===== src/hdl/cmp_edge_pkg.sv =====
package cmp_edge_pkg;

    // Number of comparators in the block
    localparam int unsigned NUM_CMP = 2;

    // APB geometry
    localparam int unsigned ADDR_W = 8;
    localparam int unsigned DATA_W = 32;

    // Register byte offsets
    localparam logic [7:0] CTRL_OFF = 8'h00;
    localparam logic [7:0] MODE_A_OFF = 8'h04;
    localparam logic [7:0] MODE_B_OFF = 8'h08;
    localparam logic [7:0] STATUS_OFF = 8'h0C;
    localparam logic [7:0] FLAG_OFF = 8'h10;
    localparam logic [7:0] MASK_OFF = 8'h14;
    localparam logic [7:0] PEND_OFF = 8'h18;

    // Control register fields
    localparam int unsigned CTRL_EN_LSB = 0;
    localparam int unsigned CTRL_SRC_LSB = 8;
    localparam int unsigned CTRL_GIE_BIT = 16;

    // Mode register fields (cmp_mode_reg)
    localparam int unsigned MODE_RISE_BIT = 0;
    localparam int unsigned MODE_FALL_BIT = 1;

    // Status register fields
    localparam int unsigned STAT_OUT_LSB = 0;
    localparam int unsigned STAT_RAWS_LSB = 8;
    localparam int unsigned STAT_EN_LSB = 16;

    // Flag, mask and pending layout: two bits per comparator
    localparam int unsigned FLAG_RISE_SUB = 0;
    localparam int unsigned FLAG_FALL_SUB = 1;
    localparam int unsigned FLAG_STRIDE = 2;

    // Reset values
    localparam logic [31:0] CTRL_RST = 32'h0000_0000;
    localparam logic [1:0] MODE_RST = 2'h0;
    localparam logic [31:0] ZERO_WORD = 32'h0000_0000;

endpackage : cmp_edge_pkg


===== src/hdl/cmp_sync_edge.sv =====
`timescale 1ns/1ps
`default_nettype none

// Two-stage synchroniser, latched output and edge pulses for one comparator
module cmp_sync_edge (
    // Clock and reset
    input wire logic clk_i,
    input wire logic rst_i,
    // Asynchronous comparator result
    input wire logic raw_i,
    // Synchronised results
    output logic latched_o,
    output logic rise_o,
    output logic fall_o
);

    logic meta_q;
    logic sync_q;
    logic prev_q;

    // Two flops against metastability; first stage feeds only the second
    always_ff @(posedge clk_i) begin
        if (rst_i) begin
            meta_q <= 1'b0;
            sync_q <= 1'b0;
        end else begin
            meta_q <= raw_i;
            sync_q <= meta_q;
        end
    end

    // Previous sample for edge compare
    always_ff @(posedge clk_i) begin
        if (rst_i) begin
            prev_q <= 1'b0;
        end else begin
            prev_q <= sync_q;
        end
    end

    // Latched output and single-cycle edge pulses
    assign latched_o = sync_q;
    assign rise_o = sync_q & ~prev_q;
    assign fall_o = ~sync_q & prev_q;

endmodule : cmp_sync_edge

`default_nettype wire


===== src/hdl/cmp_edge_irq.sv =====
// Behaviour
// An enabled comparator outputs high when the positive input is above the negative input, else low.
// A disabled comparator outputs a constant low.
// Each comparator result passes a system-clock synchroniser into a latched output apart from the raw one.
// The latched output is readable as a status bit, feeds the interrupt logic and goes to the crossbar.
// The raw output is handed unsynchronised to the wake-up and reset decision logic.
// The raw output can go straight to a pin and keeps following the inputs with the clock stopped.
// Interrupts can be raised on rising, falling or both transitions of the output.
// Each comparator has separate rising-edge and falling-edge flags.
// A detected edge sets its flag whatever the interrupt enables say.
// A set flag stays set until software clears it; hardware never clears it.
// The mode register has separate rising and falling interrupt enables, each gating its own flag.
// An enabled set flag requests the CPU only with the comparator source enable and global enable set.
// Edges are found by comparing successive synchronised samples, setting a flag once per transition.
// Software clears a flag in its service routine; an edge in the clearing cycle keeps the flag set.
//
// Design decisions made here: the APB register port and the register addresses.
`timescale 1ns/1ps
`default_nettype none

module cmp_edge_irq
    import cmp_edge_pkg::*;
#(
    parameter int unsigned N = NUM_CMP
) (
    // Clock and reset
    input wire logic clk_i,
    input wire logic rst_i,
    // APB slave
    input wire logic psel_i,
    input wire logic penable_i,
    input wire logic pwrite_i,
    input wire logic [ADDR_W-1:0] paddr_i,
    input wire logic [DATA_W-1:0] pwdata_i,
    output logic [DATA_W-1:0] prdata_o,
    output logic pready_o,
    output logic pslverr_o,
    // Analog comparator decisions, positive above negative
    input wire logic cmp_a_gt_i,
    input wire logic cmp_b_gt_i,
    // Raw outputs to crossbar, wake-up and reset logic
    output logic cmp_a_raw_out_o,
    output logic cmp_b_raw_out_o,
    // Latched outputs to crossbar
    output logic cmp_a_latched_out_o,
    output logic cmp_b_latched_out_o,
    // Interrupt request
    output logic irq_o
);

    localparam int unsigned FW = N * FLAG_STRIDE;

    // Control state
    logic [N-1:0] cmp_en_q;
    logic [N-1:0] src_en_q;
    logic gie_q;
    logic [N-1:0] cmp_rise_irq_en_q;
    logic [N-1:0] cmp_fall_irq_en_q;
    logic [N-1:0] cmp_rise_flag_q;
    logic [N-1:0] cmp_fall_flag_q;

    // Per comparator signals
    logic [N-1:0] gt;
    logic [N-1:0] raw;
    logic [N-1:0] latched;
    logic [N-1:0] rise;
    logic [N-1:0] fall;
    logic [N-1:0] raw_sync;
    logic [N-1:0] req;

    // Packed views of flags and enables
    logic [FW-1:0] flag_vec;
    logic [FW-1:0] mask_vec;
    logic [FW-1:0] pend_vec;

    // Bus strobes
    logic setup;
    logic wr_acc;
    logic rd_known;
    logic [DATA_W-1:0] rd_word;
    logic irq_d;

    // Output flops
    logic [N-1:0] latched_out_q;
    logic irq_q;
    logic [DATA_W-1:0] prdata_q;
    logic pready_q;
    logic pslverr_q;

    assign gt[0] = cmp_a_gt_i;
    assign gt[1] = cmp_b_gt_i;

    // Raw result gated by enable; stays combinational so it works unclocked
    // Deliberately not a flop: wake-up and pin paths must run clockless
    assign raw = gt & cmp_en_q; // see see

    // Raw paths to pins, wake-up and reset logic
    assign cmp_a_raw_out_o = raw[0]; // see
    assign cmp_b_raw_out_o = raw[1]; // see

    // One synchroniser and edge detector per comparator
    genvar g;
    generate
        for (g = 0; g < N; g++) begin : g_cmp
            cmp_sync_edge u_sync (
                .clk_i(clk_i),
                .rst_i(rst_i),
                .raw_i(raw[g]),
                .latched_o(latched[g]),
                .rise_o(rise[g]),
                .fall_o(fall[g])
            );
            assign raw_sync[g] = latched[g];
            assign flag_vec[g*FLAG_STRIDE+FLAG_RISE_SUB] = cmp_rise_flag_q[g];
            assign flag_vec[g*FLAG_STRIDE+FLAG_FALL_SUB] = cmp_fall_flag_q[g];
            assign mask_vec[g*FLAG_STRIDE+FLAG_RISE_SUB] = cmp_rise_irq_en_q[g];
            assign mask_vec[g*FLAG_STRIDE+FLAG_FALL_SUB] = cmp_fall_irq_en_q[g];
            // Each enable gates only its own flag
            assign req[g] = src_en_q[g] &
                ((cmp_rise_flag_q[g] & cmp_rise_irq_en_q[g]) |
                 (cmp_fall_flag_q[g] & cmp_fall_irq_en_q[g]));
        end
    endgenerate

    assign pend_vec = flag_vec & mask_vec;

    // APB phase decode
    assign setup = psel_i & ~penable_i;
    assign wr_acc = psel_i & penable_i & pready_q & pwrite_i;

    // Write strobes per register, true at the access edge
    logic wr_ctrl;
    logic wr_flag;
    logic wr_mask;

    assign wr_ctrl = wr_acc && paddr_i == CTRL_OFF;
    assign wr_flag = wr_acc && paddr_i == FLAG_OFF;
    assign wr_mask = wr_acc && paddr_i == MASK_OFF;

    // Known addresses
    always_comb begin
        case (paddr_i)
            CTRL_OFF, MODE_A_OFF, MODE_B_OFF, STATUS_OFF,
            FLAG_OFF, MASK_OFF, PEND_OFF: rd_known = 1'b1;
            default: rd_known = 1'b0;
        endcase
    end

    // Comparator, source and global enables
    always_ff @(posedge clk_i) begin
        if (rst_i) begin
            cmp_en_q <= CTRL_RST[CTRL_EN_LSB +: N];
            src_en_q <= CTRL_RST[CTRL_SRC_LSB +: N];
            gie_q <= CTRL_RST[CTRL_GIE_BIT];
        end else if (wr_ctrl) begin
            cmp_en_q <= pwdata_i[CTRL_EN_LSB +: N];
            src_en_q <= pwdata_i[CTRL_SRC_LSB +: N];
            gie_q <= pwdata_i[CTRL_GIE_BIT];
        end
    end

    // Edge interrupt enables per comparator, by mode register or mask alias
    generate
        for (g = 0; g < N; g++) begin : g_mode
            logic wr_mode;

            // Mode registers sit one stride apart from the first one
            assign wr_mode = wr_acc &&
                paddr_i == MODE_A_OFF + 8'(g) * (MODE_B_OFF - MODE_A_OFF);

            // Rising and falling enables; the mask alias writes the same bits
            always_ff @(posedge clk_i) begin
                if (rst_i) begin
                    cmp_rise_irq_en_q[g] <= MODE_RST[MODE_RISE_BIT];
                    cmp_fall_irq_en_q[g] <= MODE_RST[MODE_FALL_BIT];
                end else if (wr_mode) begin
                    cmp_rise_irq_en_q[g] <=
                        pwdata_i[MODE_RISE_BIT];
                    cmp_fall_irq_en_q[g] <=
                        pwdata_i[MODE_FALL_BIT];
                end else if (wr_mask) begin
                    cmp_rise_irq_en_q[g] <=
                        pwdata_i[g*FLAG_STRIDE+FLAG_RISE_SUB];
                    cmp_fall_irq_en_q[g] <=
                        pwdata_i[g*FLAG_STRIDE+FLAG_FALL_SUB];
                end
            end
        end
    endgenerate

    // Sticky edge flags per comparator; a one written clears, an edge wins
    generate
        for (g = 0; g < N; g++) begin : g_flag
            logic clr_rise;
            logic clr_fall;

            // Clear requests from a flag register write
            assign clr_rise = wr_flag & pwdata_i[g*FLAG_STRIDE+FLAG_RISE_SUB];
            assign clr_fall = wr_flag & pwdata_i[g*FLAG_STRIDE+FLAG_FALL_SUB];

            // Rising-edge flag; set has priority over a same-cycle clear
            always_ff @(posedge clk_i) begin
                if (rst_i) begin
                    cmp_rise_flag_q[g] <= 1'b0;
                end else if (rise[g]) begin
                    cmp_rise_flag_q[g] <= 1'b1; // see
                end else if (clr_rise) begin
                    cmp_rise_flag_q[g] <= 1'b0;
                end
            end

            // Falling-edge flag; set has priority over a same-cycle clear
            always_ff @(posedge clk_i) begin
                if (rst_i) begin
                    cmp_fall_flag_q[g] <= 1'b0;
                end else if (fall[g]) begin
                    cmp_fall_flag_q[g] <= 1'b1; // see
                end else if (clr_fall) begin
                    cmp_fall_flag_q[g] <= 1'b0;
                end
            end
        end
    endgenerate

    // Latched outputs toward the crossbar
    always_ff @(posedge clk_i) begin
        if (rst_i) begin
            latched_out_q <= '0;
        end else begin
            latched_out_q <= latched;
        end
    end

    assign cmp_a_latched_out_o = latched_out_q[0];
    assign cmp_b_latched_out_o = latched_out_q[1];

    // Interrupt request, level, gated by global enable
    assign irq_d = gie_q & (|req);

    // Registered so the request line comes straight from a flop
    always_ff @(posedge clk_i) begin
        if (rst_i) begin
            irq_q <= 1'b0;
        end else begin
            irq_q <= irq_d;
        end
    end

    assign irq_o = irq_q;

    // APB answer: ready in the first access cycle
    always_ff @(posedge clk_i) begin
        if (rst_i) begin
            pready_q <= 1'b0;
            pslverr_q <= 1'b0;
        end else begin
            pready_q <= setup;
            pslverr_q <= setup & ~rd_known;
        end
    end

    // Read word chosen from the address; reserved bits and holes read zero
    always_comb begin
        rd_word = ZERO_WORD;
        case (paddr_i)
            CTRL_OFF: begin
                rd_word[CTRL_EN_LSB +: N] = cmp_en_q;
                rd_word[CTRL_SRC_LSB +: N] = src_en_q;
                rd_word[CTRL_GIE_BIT] = gie_q;
            end
            MODE_A_OFF: begin
                rd_word[MODE_RISE_BIT] = cmp_rise_irq_en_q[0];
                rd_word[MODE_FALL_BIT] = cmp_fall_irq_en_q[0];
            end
            MODE_B_OFF: begin
                rd_word[MODE_RISE_BIT] = cmp_rise_irq_en_q[1];
                rd_word[MODE_FALL_BIT] = cmp_fall_irq_en_q[1];
            end
            STATUS_OFF: begin
                // cmp_out_status bits
                rd_word[STAT_OUT_LSB +: N] = latched_out_q;
                rd_word[STAT_RAWS_LSB +: N] = raw_sync;
                rd_word[STAT_EN_LSB +: N] = cmp_en_q;
            end
            FLAG_OFF: rd_word[FW-1:0] = flag_vec;
            MASK_OFF: rd_word[FW-1:0] = mask_vec;
            PEND_OFF: rd_word[FW-1:0] = pend_vec;
            default: rd_word = ZERO_WORD;
        endcase
    end

    // Read data captured in the setup cycle; writes return zero
    always_ff @(posedge clk_i) begin
        if (rst_i) begin
            prdata_q <= ZERO_WORD;
        end else if (setup && !pwrite_i) begin
            prdata_q <= rd_word;
        end else if (setup) begin
            prdata_q <= ZERO_WORD;
        end
    end

    assign prdata_o = prdata_q;
    assign pready_o = pready_q;
    assign pslverr_o = pslverr_q;

endmodule : cmp_edge_irq

`default_nettype wire


===== config.mk =====
export PLATFORM = sky130hd
export DESIGN_NAME = cmp_edge_irq
export DESIGN_NICKNAME = d
export VERILOG_FILES = /design/src/hdl/cmp_edge_pkg.sv /design/src/hdl/cmp_sync_edge.sv /design/src/hdl/cmp_edge_irq.sv
export SDC_FILE = /design/constraint.sdc
export NUM_CORES = 1
export LEC_CHECK = 0
export ABC_AREA = 1
export BUFFER_PORTS_ARGS = -buffer_cell sky130_fd_sc_hd__buf_4
export CAP_MARGIN = 20
export CORE_UTILIZATION = 35
export CTS_CLUSTER_SIZE = 40
export DETAILED_ROUTE_END_ITERATION = 8
export GPL_TIMING_DRIVEN = 0
export MAX_ROUTING_LAYER = met4
export PLACE_DENSITY = 0.62
export RECOVER_POWER = 25
export SLEW_MARGIN = 15
export SYNTH_ARGS = -nofsm -noshare
export SYNTH_HDL_FRONTEND = slang
export SYNTH_SLANG_ARGS = --single-unit

===== constraint.sdc =====
create_clock -name clk_i -period 1.3 [get_ports clk_i]
set_input_delay 0.13 -clock clk_i [delete_from_list [all_inputs] [get_ports clk_i]]
set_output_delay 0.13 -clock clk_i [all_outputs]
set_load 0.03 [all_outputs]

---- After elaboration in Yosys (flattened, before gate mapping) ----
Index checks and enable logic that the tools add are counted.
word-level totals
  bits of input ports ..................... 47
  output and inout bits ................... 39
  bits in registers ....................... 32
  logic and storage cells ................. 100
operators by class
  equal/unequal tests ..................... 6
  reduce and logical (&&, ||, !) cells .... 18
  muxes and demuxes ....................... 24
  bitwise operators ....................... 30
operators with widths
  cell                                                             number
  18-bit two-way mux                                               2
  8-bit by 5-bit == test with 1-bit output, second input constant  3
  1-bit AND                                                        20
  1-bit two-way mux                                                18
  8-bit by 4-bit == test with 1-bit output, second input constant  2
  2-bit nonzero test                                               7
  2-bit one-hot mux with 6 select lines                            1
  8-bit by 3-bit == test with 1-bit output, second input constant  1
  8-bit zero test                                                  1
  7-bit OR reduction                                               1
  1-bit logical AND                                                6
  1-bit inverter                                                   6
  2-bit one-hot mux with 3 select lines                            1
  4-bit AND                                                        1
  2-bit one-hot mux with 2 select lines                            1
  2-bit OR reduction                                               2
  2-bit AND                                                        1
  1-bit OR                                                         2
  1-bit one-hot mux with 2 select lines                            1
  1-bit zero test                                                  1

---- Depth between registers and ports, before layout ----
Gate-level depths: netlist of run 1.
  word-level depth ........................ 7
  depth in mapped cells ................... 9
  depth with buffers taken out ............ 9

---- Cells and area by module ----
A second synthesis of run 1 with hierarchy kept.
second synthesis, totals
  cell total of the unflattened synthesis .. 255
  area total of the unflattened synthesis .. 1702.9 um^2
modules (own cells, without submodules)
  module         seq. area each (um^2)  area each (um^2)  instances  cells an instance
  cmp_edge_irq   520.5                  1515.2            1          231
  cmp_sync_edge  60.1                   93.8              2          12

---- Worst setup path after synthesis of run 1 ----
Ideal clock, no wire load.
  kind .................................... register to register
  start point ............................. register pready_q, in the netlist pready_o
  end point ............................... register cmp_fall_irq_en_q[1]
  arrival ................................. 1.102 ns
  period minus slack after synthesis ...... 1.218 ns
  setup slack ............................. 0.082 ns
  stages on the path, launching flop included .. 8
  buffers on the path ..................... 0
  required time ........................... 1.184 ns
  cells stage by stage .................... dfxtp_1 nand4_1 inv_1 nand2_2 nand2_1 o21ai_1 nor2_1 nor2_1
on the way
  cells in the longest elaborated chain, start to end .. 4
  elaborated cells on any way between the ends .. 6
ends and longest elaborated chain
  item                                                     RTL line                                  source
  start: declaration                                       cmp_edge_irq.sv:87                        logic pready_q;
  start signal: assignment                                 cmp_edge_irq.sv:257                       pready_q <= setup;
  1-bit AND (*) (2 in series)                              cmp_edge_irq.sv:129                       assign wr_acc = psel_i & penable_i & pready_q & pwrite_i;
  1-bit logical AND (on tied branches)                     cmp_edge_irq.sv:168, cmp_edge_irq.sv:138
  1-bit two-way mux or 2-bit nonzero test (tied branches)  n/a
  end signal: indexed assignment                           cmp_edge_irq.sv:175                       cmp_fall_irq_en_q[g] <= MODE_RST[MODE_FALL_BIT];
  end signal: indexed assignment                           cmp_edge_irq.sv:179                       cmp_fall_irq_en_q[g] <=
  end signal: indexed assignment                           cmp_edge_irq.sv:184                       cmp_fall_irq_en_q[g] <=
  end: declaration                                         cmp_edge_irq.sv:58                        logic [N-1:0] cmp_fall_irq_en_q;
Every way passes the cells marked *; elsewhere a longest branch is shown, timed or not.
A chain may end at the register's enable or synchronous reset.

---- Worst setup path in the final report of run 1 ----
  start point ............................. register cmp_en_q[0]
  end point ............................... output cmp_a_raw_out_o
on the way
  cells in the longest elaborated chain, start to end .. 1
ends and longest elaborated chain
  item                      RTL line             source
  start: declaration        cmp_edge_irq.sv:54   logic [N-1:0] cmp_en_q;
  start signal: assignment  cmp_edge_irq.sv:152  cmp_en_q <= CTRL_RST[CTRL_EN_LSB +: N];
  start signal: assignment  cmp_edge_irq.sv:156  cmp_en_q <= pwdata_i[CTRL_EN_LSB +: N];
  2-bit AND                 cmp_edge_irq.sv:95   assign raw = gt & cmp_en_q;
  end: declaration          cmp_edge_irq.sv:42   output logic cmp_a_raw_out_o,
Every way passes these cells.

==> results of run 1 <==
cells by family (layout without fill, tap and decap cells):
| family | Yosys count | in the layout | synth area share |
|---|---|---|---|
| flip-flops | 30 | 30 | 0.364 |
| AND/OR/NAND/NOR | 130 | 130 | 0.350 |
| other | 1 | 24 | 0.00227 |
| buffers and inverters | 54 | 98 | 0.178 |
| AO/OA/AOI/OAI | 29 | 29 | 0.106 |
power groups by stage:
stage                     Clock (mW)  Combinational, mW  Sequential (mW)
final                          0.774              0.294            0.923
after CTS                      0.810              0.297            0.923
after floorplan                    0              0.210            0.948
after global routing           0.856              0.317            0.922
after global placement             0              0.296            0.943
after detailed placement           0              0.296            0.943
critical path, stage by stage, from the launching register on:
cell	delay (ns)
dfxtp_1	0.41
nand2_1	0.10
inv_1	0.07
buf_4	0.15
area by class of cell:
class,count,area [µm²],area share
repair buffers,36,251,0.117
clock buffers,6,82.6,0.0384
inverters,28,106,0.0495
clock inverters,2,12.5,0.00582
flip-flops and latches,30,601,0.280
plain buffers,26,188,0.0874
well taps,52,65.1,0.0303
multi-input cells,183,842,0.392
Yosys cell counts (all sizes together):
cell and instances:
nand2 67, nor2 48, dfxtp 30, inv 26, buf 24, a21oi 12
nand3 12, o21ai 11, a31oi 3, clkbuf 2, clkinv 2, nor3 2
o211ai 2, a311oi 1, conb 1, nand4 1
worst paths after layout:
kind	startpoint	to	slack [ns]
hold reg to reg	g_cmp[1].u_sync.meta_q	g_cmp[1].u_sync.latched_o	0.40
setup / recovery	cmp_en_q[0]	cmp_a_raw_out_o	0.16
hold / removal	cmp_b_gt_i	g_cmp[1].u_sync.meta_q	0.08
setup reg to reg	pready_o	cmp_rise_flag_q[1]	0.21
sequential cells by signal, indices dropped and copies added, names as in the netlist:
signal / count
prdata_o: 8
cmp_en_q: 2
cmp_fall_flag_q: 2
cmp_fall_irq_en_q: 2
cmp_rise_flag_q: 2
cmp_rise_irq_en_q: 2
g_cmp.u_sync.latched_o: 2
g_cmp.u_sync.meta_q: 2
latched_out_q: 2
src_en_q: 2
gie_q: 1
irq_o: 1
pready_o: 1
pslverr_o: 1
stage by stage:
stage                     power (mW)   util  worst slack, ns
after global placement          1.24  0.466           0.0432
after detailed placement        1.24  0.466           0.0329
after floorplan                 1.16      -           0.0818
after global routing            2.09  0.483           0.0599
after CTS                       2.03  0.488            0.146
final                           1.99  0.483            0.164
repair_timing:
item | 4_1_cts | 5_1_grt
endpoints found under the setup margin | 0 | 1
resized for setup | 0 | 1
buffers inserted | 0 | 0
layer usage:
layer	vias up	GRT usage	wire length (µm)
li1	845	-	-
met1	667	0.205	1730
met2	48	0.268	1700
met3	2	0.0499	272
met4	0	0.0467	14
met5	-	-	0
==> metrics.txt, run 1 <==
final net count 357; Worst-Margin Slew 0.512 ns; Worst VDD drop 0.000727 V; Mapped Cells 244; Clock Root Buffer clkbuf_8; final hold vios 0; Clk pwr share 0.389; total gr overflow 0; drt pass-1 iters 6; Syn. warnings 0; dpl cells 355; clock-pin slew on the worst setup and hold paths 0.06 ns; DP HPWL 3.04 mm; WP data required 1.17 ns; fill cell count 496; Clock Latency Late Sink 0.28 ns; DIE AREA 4990 µm²; CP Capture Type output port; count of cell types in the netlist 25; Initial Utilization 0.371; # diodes 0; hold path cells 3; row count 24; Psw 0.538 mW; Mapped Area 1650 µm²; Vias 1562; Post-DRT Antenna Nets 0; setup TNS 0 ns; die height 70.7 µm; most frequent cells in the layout 61 x nand2_1, 55 x buf_4, 39 x nor2_1; mean area per synthesized cell 6.76 µm²; Placer Congestion 0.814; post-route insts no fill 363; P_leak 1.07 nW; initial antenna violation count 0; max frequency 0.880 GHz; drt total wl 3.72 mm; largest net degree at the start of global routing 11; Min Hold Slack 0.0848 ns; largest cells by area after synthesis dfxtp_1 36%, nand2_1 14%, buf_4 11%; PD cells 927 nW/µm²; HP Class in2reg; failing checks DRC; H-tree Lvls 2; #FFs+latches synth 30; GRT Resource Usage Total 0.167; fin crit share 0.874; RSZ-0062 raised after global routing false; Final Setup Violations 0; CP startpoint kind flip-flop; DR WL/cell 10.3 µm; # IOs 86; clock skew 0.00241 ns; Synth-to-Final Area Change 30.2%; first-pass GRT wire length 6.23 mm; placed instance area 2070 µm²; sequential-to-total area share from yosys stat 0.364; CTS tree yes; post-route cell area 2150 µm²; DRC 2; die outline width 70.7 µm; P_int 1.45 mW; CP Data Arrival Time 1.01 ns; worst-case clock buffer depth 2; FF-to-FF path depth 5; Switching Fraction 0.270; Gate power share 0.148; Final min period 1.14 ns; Worst Path Class, Setup reg2out; vias in the first global route 1393; leading cell type in the layout, fill and taps excluded nand2_1; Via density 4.30; core area 4440 µm²; Hold Buf Count CTS 0; Seq pwr share 0.463; Slew HR 0.658; cts bufs inserted 5; Yosys top cell by area dfxtp_1; DRT iter0 DRCs 59; Slew Limit Fails 0; CP Max Fanout 4; PortBufs 36; layout cells sized above 1 0.283; top-area cell type share of the netlist area 0.364; CTS sink cnt 30; status finished, violations left; Max-cap violations 0
No activity file was read; power rests on OpenSTA's default activity.
==> inputs of run 2 (changes only) <==
Settings changed: CELL_PAD_IN_SITES_DETAIL_PLACEMENT set to 1, CELL_PAD_IN_SITES_GLOBAL_PLACEMENT set to 2, CORE_UTILIZATION 35 to 22, PLACE_DENSITY 0.62 to 0.75.
==> run 2 against run 1 <==
Effect of this change: the run now ends clean; die area grew 57%; clock power grew 2.7%; cell area grew 2.8%; largest power group unchanged; via count grew 2.8%; global-route usage shrank 3.7 points; worst hold slack lost 0.0068 ns; utilization shrank 18 points; critical path type unchanged; sequential share of layout area shrank 0.76 points; critical endpoint unchanged; worst setup slack lost 0.010 ns; clock skew is essentially flat; power grew 1.1%; cell count grew 13%.
==> metrics.txt, run 2 (synthesized netlist as in run 1, its figures left out) <==
total gr overflow 0; Worst path top cell family by delay flip-flops; DP HPWL 3.76 mm; drt pass-1 iters 4; cts bufs inserted 5; layout cells sized above 1 0.283; CP startpoint kind flip-flop; largest net degree at the start of global routing 11; Final Setup Violations 0; initial antenna violation count 0; Vias 1606; clock skew 0.00214 ns; Clk pwr share 0.395; slowest CP cell dfxtp_1; CTS tree yes; final net count 357; post-route cell area 2210 µm²; most frequent cells in the layout 61 x nand2_1, 55 x buf_4, 40 x nor2_1; Min Hold Slack 0.0780 ns; WP buf/inv 2; Slew Limit Fails 0; DRT iter0 DRCs 41; Worst VDD drop 0.000346 V; Largest register FFs 8; Via density 3.92; H-tree Lvls 2; Synth-to-Final Area Change 33.8%; FF-to-FF path depth 6; Final min period 1.15 ns; Multi-input gate area 840 µm²; post-route insts no fill 410; Final Worst Setup Slack 0.154 ns; clock-pin slew on the worst setup and hold paths 0.07 ns; Post-CTS Setup Repair Bufs 0; dpl ws -0.0537 ns; Hold Buf Count CTS 0; Power Total 2.01 mW; core area 7250 µm²; Worst-Margin Slew 0.527 ns; Crit. path cell count 3; Initial Utilization 0.228; dpl cells 402; placed instance area 2130 µm²; crit path cell chain nand2_1, inv_1, buf_4; CP Data Arrival Time 1.02 ns; CTS sink cnt 30; Gate power share 0.147; leading cell type in the layout, fill and taps excluded nand2_1; Clock Latency Late Sink 0.28 ns; slowest cell delay on critical path 0.43 ns; R2R Path Start pready_o; Placer Congestion 0.810; # IOs 86; Seq pwr share 0.458; Post-DRT Antenna Nets 0; post-layout util 0.304; HP Class in2reg; GRT Resource Usage Total 0.129; Worst Path Class, Setup reg2out; max frequency 0.872 GHz; Max-cap violations 0; setup TNS 0 ns; Psw 0.560 mW; die outline width 88.6 µm; CP Capture Type output port; P_int 1.45 mW; fill cell count 956; Slew HR 0.649; vias in the first global route 1568; PortBufs 36; row count 31; Crit. Startpoint cmp_en_q[0]; Clock Root Buffer clkbuf_8; # diodes 0; WP data required 1.17 ns; RSZ-0062 raised after global routing false; drt total wl 4.52 mm; fin crit share 0.882; Switching Fraction 0.278; DR WL/cell 11.0 µm; DRC 0; first-pass GRT wire length 7.45 mm; Resize count post-CTS 0; final hold vios 0; status finished, final reports clean; DIE AREA 7850 µm²; CP Max Fanout 4; die height 88.6 µm; Setup crit end cmp_a_raw_out_o; Sequential Area 601 µm²; worst-case clock buffer depth 2; PD cells 912 nW/µm²; reg2reg setup slack 0.16 ns; P_leak 1.07 nW; Reg-to-Reg End cmp_fall_irq_en_q[0]
## run 2: changes by cell type in the layout (fill, tap and decap cells not counted)
cell | before | now
clkbuf_1 | 7 | 6
nor2_2 | 6 | 5
nor2_1 | 39 | 40
clkbuf_4 | 0 | 1
## run 2: power by group through the flow
stage | sequential (mW) | clock, mW | combinational (mW)
3_3_place_gp | 0.943 | 0 | 0.299
6_report | 0.922 | 0.795 | 0.296
5_1_grt | 0.922 | 0.851 | 0.326
2_1_floorplan | 0.948 | 0 | 0.210
3_5_place_dp | 0.943 | 0 | 0.301
4_1_cts | 0.922 | 0.810 | 0.302
## run 2: worst min path at each step
| stage | from | endpoint | depth (start not counted) |
|---|---|---|---|
| floorplan | cmp_b_gt_i | g_cmp[1].u_sync.meta_q | 2 |
| global placement | cmp_a_gt_i | g_cmp[0].u_sync.meta_q | 3 |
| detailed placement | cmp_a_gt_i | g_cmp[0].u_sync.meta_q | 3 |
| CTS | cmp_a_gt_i | g_cmp[0].u_sync.meta_q | 3 |
| global route | cmp_b_gt_i | g_cmp[1].u_sync.meta_q | 3 |
| finish | cmp_a_gt_i | g_cmp[0].u_sync.meta_q | 3 |
## run 2: metal layers
| layer | up-vias | track usage | wire (µm) |
|---|---|---|---|
| met2 | 34 | 0.217 | 2170 |
| li1 | 840 | - | - |
| met5 | - | - | 0 |
| met1 | 727 | 0.156 | 2140 |
| met3 | 5 | 0.0308 | 164 |
| met4 | 0 | 0.0308 | 44 |
## run 2: area by class of cell
type,instances,share of cell area
Multi-Input combinational cell,183,0.380
Timing Repair Buffer,36,0.116
Buffer,26,0.0850
Sequential cell,30,0.272
Inverter,28,0.0482
Clock inverter,2,0.00567
Tap cell,99,0.0561
Clock buffer,6,0.0374
## run 2: worst register-to-register path, stage by stage (launching register included)
cell,delay [ns]
dfxtp_1,0.33
nand4_1,0.17
inv_2,0.17
nand3_1,0.11
inv_1,0.11
o21ai_1,0.07
a21oi_1,0.12
==> inputs of run 3 (changes only) <==
Settings changed: ABC_AREA 1 to 0, CORE_UTILIZATION 22 to 24, PLACE_DENSITY 0.75 to 0.77.
==> run 3 against run 2 <==
Effect of this change: the flow now finishes with violations (setup timing); synthesized cell count down 26%; maximum frequency down 17%; highest routed layer unchanged; via count down 8.8%; worst setup slack worse by 0.24 ns; sequential share of layout area up 0.46 points; die area down 12%; first-iteration DRC count up 7.3%; critical endpoint is now cmp_en_q[1]; worst hold slack worse by 0.023 ns; largest cell class unchanged; routed wire length down 6.8%; critical path depth up 3; flip-flop and latch count unchanged.
==> metrics.txt, run 3 <==
Slew Limit Fails 0; ys async rst share 0; Largest register FFs 8; WHS Endpoint cmp_fall_flag_q[1]; CTS sink cnt 30; # IOs 86; R2R Path Start pready_o; Clock Root Buffer clkbuf_8; Clock Latency Late Sink 0.28 ns; # diodes 0; reg2reg setup slack 0.06 ns; min-delay src pwdata_i[3]; Via density 4.49; final hold vios 0; Mapped Cells 181; dpl ws -0.615 ns; WP data required 1.45 ns; Final min period 1.39 ns; Syn. warnings 0; PD cells 994 nW/µm²; Final Worst Setup Slack -0.0862 ns; CP Data Arrival Time 1.54 ns; worst-case clock buffer depth 2; largest net degree at the start of global routing 11; Multi-input gate area 853 µm²; drt total wl 4.21 mm; Max-cap violations 0; DP HPWL 3.31 mm; top-count cell post-synth dfxtp_1; hold path cells 2; count of cell types in the netlist 39; Worst VDD drop 0.000577 V; Placer Congestion 0.771; fin crit share 1.07; H-tree Lvls 2; clock-pin slew on the worst setup and hold paths 0.06 ns; core area 6350 µm²; Mapped Area 1580 µm²; cts bufs inserted 5; Synth-to-Final Area Change 39.0%; FF-to-FF path depth 6; initial antenna violation count 0; layout cells sized above 1 0.321; DR WL/cell 12.9 µm; most frequent cells in the layout 56 x buf_4, 28 x dfxtp_1, 24 x conb_1; drt pass-1 iters 4; sequential-to-total area share from yosys stat 0.381; CP Max Fanout 6; CTS tree yes; number of synthesized flops with an enable pin 0; Vias 1464; Commonest cells post-synth 30 x dfxtp_1, 24 x buf_4, 20 x nor2_1, 10 x nand2_1, 9 x a21oi_1; Final Setup Violations 7; failing checks setup timing; vias in the first global route 1411; Worst Path Class, Setup in2reg; fill cell count 755; Main synth FF type dfxtp_1; placed instance area 2020 µm²; DIE AREA 6890 µm²; total gr overflow 0; status finished, violations left; Reg-to-Reg End cmp_en_q[1]; setup TNS -0.390 ns; final net count 296; GRT Resource Usage Total 0.133; P_leak 0.877 nW; HP Class in2reg; die height 83.0 µm; Sequential Area 606 µm²; Yosys top cell by area dfxtp_1; PortBufs 35; die outline width 83.0 µm; DRC 0; leading cell type in the layout, fill and taps excluded buf_4; largest cells by area after synthesis dfxtp_1 38%, buf_4 11%, mux2i_1 5.1%; RSZ-0062 raised after global routing true; CP startpoint kind primary input; clock skew 0.00811 ns; CP Capture Type flip-flop; max frequency 0.721 GHz; row count 29; Hold Buf Count CTS 0; Post-DRT Antenna Nets 0; Initial Utilization 0.248; DRT iter0 DRCs 44; post-route cell area 2190 µm²; mean area per synthesized cell 8.70 µm²; #FFs+latches synth 30; first-pass GRT wire length 7.09 mm; top-area cell type share of the netlist area 0.381
==> run 3: per-stage QoR <==
step                      hold WS [ns]  total power [mW]  std cells  utilization
after CTS                       0.0432              2.21        325        0.343
after global placement           0.342              1.24        316        0.318
after global routing            0.0357              2.29        326        0.345
final                           0.0552              2.18        326        0.345
after floorplan                  0.237              1.16        204            -
after detailed placement         0.343              1.24        316        0.318
==> run 3: critical path, cell delays in order <==
cell and delay, ns:
buf_6 0.09, or4_4 0.61, nor4_4 0.29, buf_6 0.18
mux2i_1 0.19, nor2_1 0.05
==> run 3: cell families after synthesis <==
kind of cell | after synthesis | synth area share
AOI/OAI and AO/OA | 40 | 0.183
buffers and inverters | 37 | 0.150
DFF | 30 | 0.381
muxes | 8 | 0.0508
other | 1 | 0.00238
and+or+nand+nor | 65 | 0.233
==> run 3: per-layer routing <==
metal / vias up / wire (µm) / global-route usage
met5: - / 0 / -
met4: 0 / 16 / 0.0423
met3: 2 / 217 / 0.0328
met2: 42 / 2000 / 0.211
met1: 693 / 1980 / 0.167
li1: 727 / - / -
==> run 3: layout make-up <==
class	instances	area share
sequential	30	0.277
clock buffer	6	0.0377
multi-input combinational	137	0.390
clock inverter	1	0.0137
buffer	31	0.0943
tap	77	0.0440
inverter	5	0.00857
timing repair buffer	39	0.135
==> run 3: report_power, final <==
group          switching [mW]  internal (mW)  total (mW)
combinational           0.194          0.115       0.308
sequential           0.000880          0.920       0.921
clock                   0.334          0.612       0.946
total                   0.529           1.65        2.18
==> run 3: how the worst max path moves through the flow <==
stage	from	to	slack, ns
after floorplan	paddr_i[5]	cmp_en_q[0]	-0.30
after global placement	paddr_i[5]	src_en_q[0]	-0.59
after detailed placement	paddr_i[5]	cmp_en_q[1]	-0.61
after CTS	paddr_i[1]	cmp_en_q[1]	-0.07
after global routing	paddr_i[1]	gie_q	-0.14
final	paddr_i[1]	cmp_en_q[1]	-0.09
==> run 3: what timing repair did <==
item                       CTS  global route
setup buffers                3             1
pin swaps                    4             3
gates resized for setup     10             3
setup endpoints to repair   16            16
